### config.mk
export PLATFORM = sky130hd
export DESIGN_NAME = ncl_loader
export DESIGN_NICKNAME = d
export VERILOG_FILES = /design/src/inc/ncl_pkg.sv /design/src/logic/ncl_decode.sv /design/src/logic/ncl_loader.sv
export VERILOG_INCLUDE_DIRS = /design/src /design/src/inc
export SDC_FILE = /design/constraint.sdc
export NUM_CORES = 1
export LEC_CHECK = 0
export BUFFER_PORTS_ARGS = -buffer_cell sky130_fd_sc_hd__buf_2
export CAP_MARGIN = 20
export CELL_PAD_IN_SITES_DETAIL_PLACEMENT = 1
export CELL_PAD_IN_SITES_GLOBAL_PLACEMENT = 1
export CORE_ASPECT_RATIO = 0.8
export CORE_UTILIZATION = 41
export DETAILED_ROUTE_END_ITERATION = 16
export PLACE_DENSITY_LB_ADDON = 0.1
export SLEW_MARGIN = 15
export SYNTH_ARGS = -nofsm -noshare
export SYNTH_HDL_FRONTEND = slang
export SYNTH_SLANG_ARGS = --single-unit
export TNS_END_PERCENT = 5
### constraint.sdc
create_clock -name clk -period 2.8 [get_ports clk]
set_input_delay 0.28 -clock clk [delete_from_list [all_inputs] [get_ports clk]]
set_output_delay 0.28 -clock clk [all_outputs]
set_load 0.005 [all_outputs]
### src/inc/ncl_params.svh
`ifndef NCL_PARAMS_SVH
`define NCL_PARAMS_SVH

// persistent word field positions
`define NCL_DUMMY_HI 15
`define NCL_DUMMY_LO 12
`define NCL_EXEC_HI 11
`define NCL_EXEC_LO 9
`define NCL_DTR_BIT 5
`define NCL_HOLD_BIT 4
`define NCL_QUAD_BIT 3
`define NCL_DUAL_BIT 2
`define NCL_SEG_BIT 1
`define NCL_ADDR_BIT 0
// erased / factory value of the persistent word
`define NCL_WORD_RESET 16'hFFFF
// volatile word field positions
`define NCL_VDUMMY_HI 7
`define NCL_VDUMMY_LO 4
`define NCL_VEXEC_BIT 3
// dummy codes meaning per-command default; execute-in-place off code and highest valid code
`define NCL_DUMMY_DEF0 4'h0
`define NCL_DUMMY_DEF1 4'hF
`define NCL_EXEC_OFF 3'h7
`define NCL_EXEC_MAX 3'h4
// flag status ready bit
`define NCL_FLAG_READY_BIT 7
// persistent program time and clock period in ns
`define NCL_PROG_TIME_NS 200000
`define NCL_CLK_NS 8

`endif

### src/inc/ncl_pkg.sv
package ncl_pkg;

	typedef enum logic [2:0] {
		NCL_EXEC_FAST = 3'h0,
		NCL_EXEC_DUAL_OUT = 3'h1,
		NCL_EXEC_DUAL_IO = 3'h2,
		NCL_EXEC_QUAD_OUT = 3'h3,
		NCL_EXEC_QUAD_IO = 3'h4,
		NCL_EXEC_DISABLED = 3'h7
	} ncl_exec_t;

	typedef enum logic [1:0] {
		NCL_PROTO_EXT = 2'h0,
		NCL_PROTO_DUAL = 2'h1,
		NCL_PROTO_QUAD = 2'h2
	} ncl_proto_t;

	// decoded operating configuration
	typedef struct packed {
		logic [3:0] dummy_cycles;
		logic dummy_default;
		logic exec_enable;
		ncl_exec_t exec_mode;
		logic dtr_enable;
		logic hold_reset_enable;
		ncl_proto_t protocol;
		logic high_segment;
		logic four_byte_addr;
	} ncl_cfg_t;

	typedef enum logic [3:0] {
		NCL_ST_LOAD = 4'h1,
		NCL_ST_IDLE = 4'h2,
		NCL_ST_PROG = 4'h4,
		NCL_ST_DONE = 4'h8
	} ncl_state_t;

endpackage : ncl_pkg

### src/logic/ncl_decode.sv
`timescale 1ns/1ps
`include "ncl_params.svh"

module ncl_decode (
	input wire logic [15:0] word,
	output ncl_pkg::ncl_cfg_t cfg
);
	logic [3:0] dummy;
	logic [2:0] exec_code;

	assign dummy = word[`NCL_DUMMY_HI:`NCL_DUMMY_LO];
	assign exec_code = word[`NCL_EXEC_HI:`NCL_EXEC_LO];

	always_comb begin
		cfg = '0;
		cfg.dummy_cycles = dummy;
		cfg.dummy_default = (dummy == `NCL_DUMMY_DEF0) || (dummy == `NCL_DUMMY_DEF1);
		cfg.exec_enable = (exec_code <= `NCL_EXEC_MAX);
		cfg.exec_mode = (exec_code <= `NCL_EXEC_MAX) ? ncl_pkg::ncl_exec_t'(exec_code) :
			ncl_pkg::NCL_EXEC_DISABLED;
		cfg.dtr_enable = ~word[`NCL_DTR_BIT];
		cfg.hold_reset_enable = word[`NCL_HOLD_BIT];
		if (!word[`NCL_QUAD_BIT]) begin
			cfg.protocol = ncl_pkg::NCL_PROTO_QUAD;
		end else if (!word[`NCL_DUAL_BIT]) begin
			cfg.protocol = ncl_pkg::NCL_PROTO_DUAL;
		end else begin
			cfg.protocol = ncl_pkg::NCL_PROTO_EXT;
		end
		cfg.high_segment = ~word[`NCL_SEG_BIT];
		cfg.four_byte_addr = ~word[`NCL_ADDR_BIT];
	end

endmodule : ncl_decode

### src/logic/ncl_loader.sv
`timescale 1ns/1ps
`include "ncl_params.svh"

module ncl_loader #(
	parameter int PROG_CYCLES = (`NCL_PROG_TIME_NS + `NCL_CLK_NS - 1) / `NCL_CLK_NS
) (
	input wire logic clk,
	input wire logic reset,
	input wire logic cmd_read_word,
	input wire logic cmd_write_word,
	input wire logic [15:0] cmd_wdata,
	input wire logic cmd_write_volatile,
	input wire logic [7:0] cmd_vdata,
	output logic [15:0] rdata,
	output logic rdata_valid,
	output logic [7:0] flag_status,
	output logic load_done,
	output ncl_pkg::ncl_cfg_t active_cfg
);
	// ----------------------------------------
	// persistent storage
	// ----------------------------------------
	// models the cell array: changed only by programming, never by reset
	logic [15:0] persistent_config_word_reg = `NCL_WORD_RESET;
	logic [15:0] pending_reg;
	ncl_pkg::ncl_state_t state_reg;
	logic [31:0] count_reg;
	ncl_pkg::ncl_cfg_t stored_cfg;

	ncl_decode u_decode (
		.word(persistent_config_word_reg),
		.cfg(stored_cfg)
	);

	// ----------------------------------------
	// sequencer
	// ----------------------------------------
	always_ff @(posedge clk or posedge reset) begin
		if (reset) begin
			state_reg <= ncl_pkg::NCL_ST_LOAD;
			count_reg <= '0;
		end else begin
			case (state_reg)
				ncl_pkg::NCL_ST_LOAD: state_reg <= ncl_pkg::NCL_ST_IDLE;
				ncl_pkg::NCL_ST_IDLE: begin
					if (cmd_write_word) begin
						state_reg <= ncl_pkg::NCL_ST_PROG;
						count_reg <= '0;
					end
				end
				ncl_pkg::NCL_ST_PROG: begin
					if (count_reg == 32'(PROG_CYCLES - 1)) begin
						state_reg <= ncl_pkg::NCL_ST_DONE;
					end else begin
						count_reg <= count_reg + 32'h1;
					end
				end
				ncl_pkg::NCL_ST_DONE: state_reg <= ncl_pkg::NCL_ST_IDLE;
				default: state_reg <= ncl_pkg::NCL_ST_LOAD;
			endcase
		end
	end

	always_ff @(posedge clk or posedge reset) begin
		if (reset) begin
			pending_reg <= `NCL_WORD_RESET;
		end else if (state_reg == ncl_pkg::NCL_ST_IDLE && cmd_write_word) begin
			pending_reg <= cmd_wdata;
		end
	end

	// stored value survives reset, acts only on reload
	always_ff @(posedge clk) begin
		if (state_reg == ncl_pkg::NCL_ST_DONE) begin
			persistent_config_word_reg <= pending_reg;
		end
	end

	// ----------------------------------------
	// internal configuration
	// ----------------------------------------
	always_ff @(posedge clk or posedge reset) begin
		if (reset) begin
			active_cfg <= '0;
			load_done <= 1'b0;
		end else if (state_reg == ncl_pkg::NCL_ST_LOAD) begin
			active_cfg <= stored_cfg;
			load_done <= 1'b1;
		end else if (cmd_write_volatile) begin
			active_cfg.dummy_cycles <= cmd_vdata[`NCL_VDUMMY_HI:`NCL_VDUMMY_LO];
			active_cfg.dummy_default <=
				(cmd_vdata[`NCL_VDUMMY_HI:`NCL_VDUMMY_LO] == `NCL_DUMMY_DEF0) ||
				(cmd_vdata[`NCL_VDUMMY_HI:`NCL_VDUMMY_LO] == `NCL_DUMMY_DEF1);
			active_cfg.exec_enable <= ~cmd_vdata[`NCL_VEXEC_BIT];
		end
	end

	// ----------------------------------------
	// read answer and flag status
	// ----------------------------------------
	// read returns stored word next cycle
	always_ff @(posedge clk or posedge reset) begin
		if (reset) begin
			rdata <= 16'h0000;
			rdata_valid <= 1'b0;
		end else begin
			rdata_valid <= cmd_read_word;
			if (cmd_read_word) begin
				rdata <= persistent_config_word_reg;
			end
		end
	end

	always_ff @(posedge clk or posedge reset) begin
		if (reset) begin
			flag_status <= 8'h00;
		end else begin
			flag_status <= 8'h00;
			flag_status[`NCL_FLAG_READY_BIT] <= (state_reg == ncl_pkg::NCL_ST_IDLE) &&
				!cmd_write_word;
			flag_status[0] <= active_cfg.four_byte_addr;
		end
	end
endmodule : ncl_loader

==> insert_results.sql <==
INSERT INTO impl_metrics (metric_group, metric, value, unit) VALUES
('clocking', 'clk_root_buffer_cell', 'clkbuf_16', ''),
('routing', 'drt_first_pass_iters', '4', ''),
('routing', 'drt_iter0_drc', '148', ''),
('sta', 'max_freq', '433', 'MHz'),
('floorplanning', 'die_height', '96.2', 'µm'),
('synth', 'synth.avg_cell_area', '11.8', 'µm²'),
('synth', 'synth_cells', '387', ''),
('routing', 'drc', '0', ''),
('worst_setup_path', 'reg2reg_to', 'count_reg[27]', ''),
('clocking', 'cts_buffers', '9', ''),
('clocking', 'h-tree-depth', '3', ''),
('cells_and_area', 'drive_above_1_share', '32.4', '%'),
('cells_and_area', 'post-route-util', '48.8', '%'),
('worst_setup_path', 'critical_path_arrival', '2570', 'ps'),
('flow_run', 'drv.max_cap_violation_count', '0', ''),
('sta', 'max_slew_margin', '54.0', '%'),
('placed_design', 'io_buffers', '60', ''),
('cells_and_area', 'num-nets-final', '479', ''),
('floorplanning', 'top_level_ports', '70', ''),
('sta', 'final.setup_skew', '5.59', 'ps'),
('synth', 'yosysWarnings', '0', ''),
('worst_setup_path', 'cp-start-kind', 'flop', ''),
('clocking', 'cts_repair_resize_count', '0', ''),
('sta', 'timing_worst_slew_pin_value', '689', 'ps'),
('synth', 'netlist-cell-type-count', '55', ''),
('routing', 'wl', '10500', 'µm'),
('sta', 'unrepaired_setup_endpoints_after_global_routing', 'no', ''),
('floorplanning', 'initial_core_utilization', '41.9', '%'),
('clocking', 'cts_tree', 'built', ''),
('worst_setup_path', 'worstSetupEndpointType', 'flop', ''),
('clocking', 'hold_buffers', '0', ''),
('worst_setup_path', 'setup.worst_path.end', 'count_reg[27]', ''),
('worst_setup_path', 'worstReg2RegStart', 'count_reg[29]', ''),
('worst_setup_path', 'required_time_of_the_worst_setup_path', '3060', 'ps'),
('sta', 'finalHoldViolCount', '0', ''),
('global_route', 'grt_usage', '20.6', '%'),
('worst_setup_path', 'startpoint', 'count_reg[29]', ''),
('global_route', 'grt_first_pass_wirelength', '18200', 'µm'),
('worst_hold_path', 'worstHoldPathType', 'input port to asynchronous set/reset pin', ''),
('cells_and_area', 'antenna_cells_inserted', '0', ''),
('clocking', 'cts.reportedPaths.clkPinSlew', '70', 'ps'),
('global_route', 'grt.overflow.total', '0', ''),
('synth', 'postSynth.topFlopCell', 'dfrtp_1', ''),
('status', 'outcome', 'complete, no violations', ''),
('placed_design', 'dp_hpwl', '7350', 'µm'),
('worst_setup_path', 'r2r_slack', '490', 'ps'),
('routing', 'wire_per_inst', '17.6', 'µm'),
('clocking', 'worst_skew_pair.late_latency', '340', 'ps'),
('cells_and_area', 'syn2layout_area_growth', '16.3', '%'),
('worst_setup_path', 'reg2reg_depth', '6', ''),
('floorplanning', 'dieArea', '0.0115', 'mm²'),
('placed_design', 'gp_congestion', '0.791', ''),
('clocking', 'clock_sinks', '103', ''),
('floorplanning', 'die-width', '120', 'µm'),
('cells_and_area', 'finalInstanceArea', '0.00529', 'mm²'),
('sta', 'timing.final.setup_violations', '0', ''),
('global_route', 'maximum_number_of_pins_on_one_net_before_global_route_repair', '38', ''),
('routing', 'route.detailed.vias_per_inst', '5.54', ''),
('pwr', 'cellPowerDensity', '856', 'mW/mm²'),
('cells_and_area', 'layoutNonFillerInstCount', '598', ''),
('pwr', 'leakage', '2.27', 'nW'),
('floorplanning', 'rows', '34', ''),
('cells_and_area', 'flip_flop_count_of_the_largest_register_after_layout', '32', ''),
('global_route', 'antenna_found_initial', '0', ''),
('clocking', 'clock_path_buffers', '2', ''),
('worst_setup_path', 'worstSetupPathType', 'flop to flop', ''),
('sta', 'final_setup_tns', '0', 'ps'),
('routing', 'number_of_antenna_violating_nets_in_the_routed_design', '0', ''),
('synth', 'ys_seq_area_share', '58.9', '%'),
('floorplanning', 'core-area', '0.0108', 'mm²'),
('pwr', 'max_ir_drop_vdd', '0.371', 'mV'),
('clocking', 'postCtsSetupBuffers', '0', ''),
('placed_design', 'place.detailed.instances', '582', ''),
('sta', 'period_needed', '2310', 'ps'),
('synth', 'asyncSetResetFlopFracSynth', '84.5', '%'),
('sta', 'report.final.slew_viol_count', '0', ''),
('routing', 'via_count', '3315', ''),
('pwr', 'total_power', '4.53', 'mW'),
('placed_design', 'postPlaceCellArea', '0.00501', 'mm²'),
('synth', 'synth-seq-cells', '103', ''),
('synth', 'number_of_synthesized_flops_with_an_enable_pin', '16', ''),
('synth', 'netlist_area', '0.00455', 'mm²'),
('global_route', 'grt_pass1_vias', '3510', ''),
('worst_setup_path', 'crit_fanout', '19', ''),
('sta', 'period_share', '82.4', '%');
## cell usage in the layout, fill, tap and decap left out, types with 6 or more instances in the layout
cell type,instances
nor4_1,9
o21ai_0,20
edfxtp_1,16
nand4_1,13
conb_1,6
buf_2,60
buf_4,12
nand3_1,24
and3_1,7
a31oi_1,17
dfrtp_1,70
clkbuf_16,9
nor2_1,11
nand2_1,36
a21oi_1,11
dfstp_2,17
nor3_1,10
mux2_2,32
a211o_1,6
## per-stage QoR
stage / setup WS (ps) / hold slack, ps
CTS: 464 / 33.4
detailed placement: 498 / 392
finish: 492 / 17.9
global route: 281 / 72.6
floorplan: 30.6 / 311
global placement: 533 / 392
## synth_stat cells (2+ instances only)
cell type  instances  area (µm²)
a21o_1             3        22.5
o31ai_1            2        15.0
nand3_1           24         120
nor4_1             9        56.3
or4_1              2        15.0
and3_1             7        43.8
nand2_1           36         135
nor2_1            11        41.3
a211o_1            6        52.6
a21oi_1           11        55.1
o21ai_0           20         100
a41oi_1            4        35.0
nor3_1            10        50.1
dfstp_2           17         447
buf_2              6        30.0
a2bb2oi_1          2        17.5
inv_1              2        7.51
nand4_1           13        81.3
and2_1             5        31.3
nor4b_2            2        30.0
mux2i_1            5        50.1
buf_1              4        15.0
a21boi_0           2        15.0
o22a_1             2        17.5
o21a_1             5        37.5
buf_4              6        45.0
dfrtp_1           70        1750
mux2_2            32         360
or4b_2             2        20.0
a31oi_1           17         106
clkbuf_1           9        33.8
and4_1             3        26.3
edfxtp_1          16         480
## routing by layer
metal  global-route usage, %  up-vias  share of wire (%)
met2                    33.2       55                 46
met3                    4.92        9                4.0
met4                    4.69        0               0.81
met5                       0        -                  0
met1                    28.3     1684                 49
li1                        -     1567                  -
## worst max-delay path, cell delays in order, from the launching register on
cell and delay, ps:
dfrtp_1 450, nor4_1 380, nand4_1 220, o21a_2 390
a21oi_4 380, inv_4 190, a31oi_1 210
## worst min-delay path by stage
stage                          end  slack, ps  depth (start not counted)          start
floorplan              rdata_valid        310                          0  cmd_read_word
global placement    flag_status[0]        390                          0  active_cfg[0]
detailed placement  flag_status[0]        390                          0  active_cfg[0]
CTS                      rdata[10]         30                          2          reset
global route          count_reg[6]         70                          2          reset
finish                count_reg[6]         20                          2          reset
## cell type report
cell class	count	area, µm²
Multi-Input combinational cell	260	1750
Fill cell	1188	5560
Clock inverter	7	55.1
Timing Repair Buffer	72	390
Sequential cell	103	2680
Inverter	3	15.0
Tap cell	144	180
Clock buffer	9	225
## kinds of logic after synthesis
group,Yosys count,synth area share (%)
buf+inv,29,3.27
other cells,1,0.0824
compound gates,83,12.3
xor+xnor,1,0.193
fa+ha+maj,1,0.275
mux,37,9.02
flops,103,58.9
simple gates,132,16.0
## power breakdown
group          switching (mW)  total [mW]  internal (mW)  leakage (nW)
combinational           0.534        1.02          0.485         0.917
sequential              0.317        2.33           2.01          1.21
clock                   0.570        1.18          0.614         0.140
(Power assumes the default switching activity.)
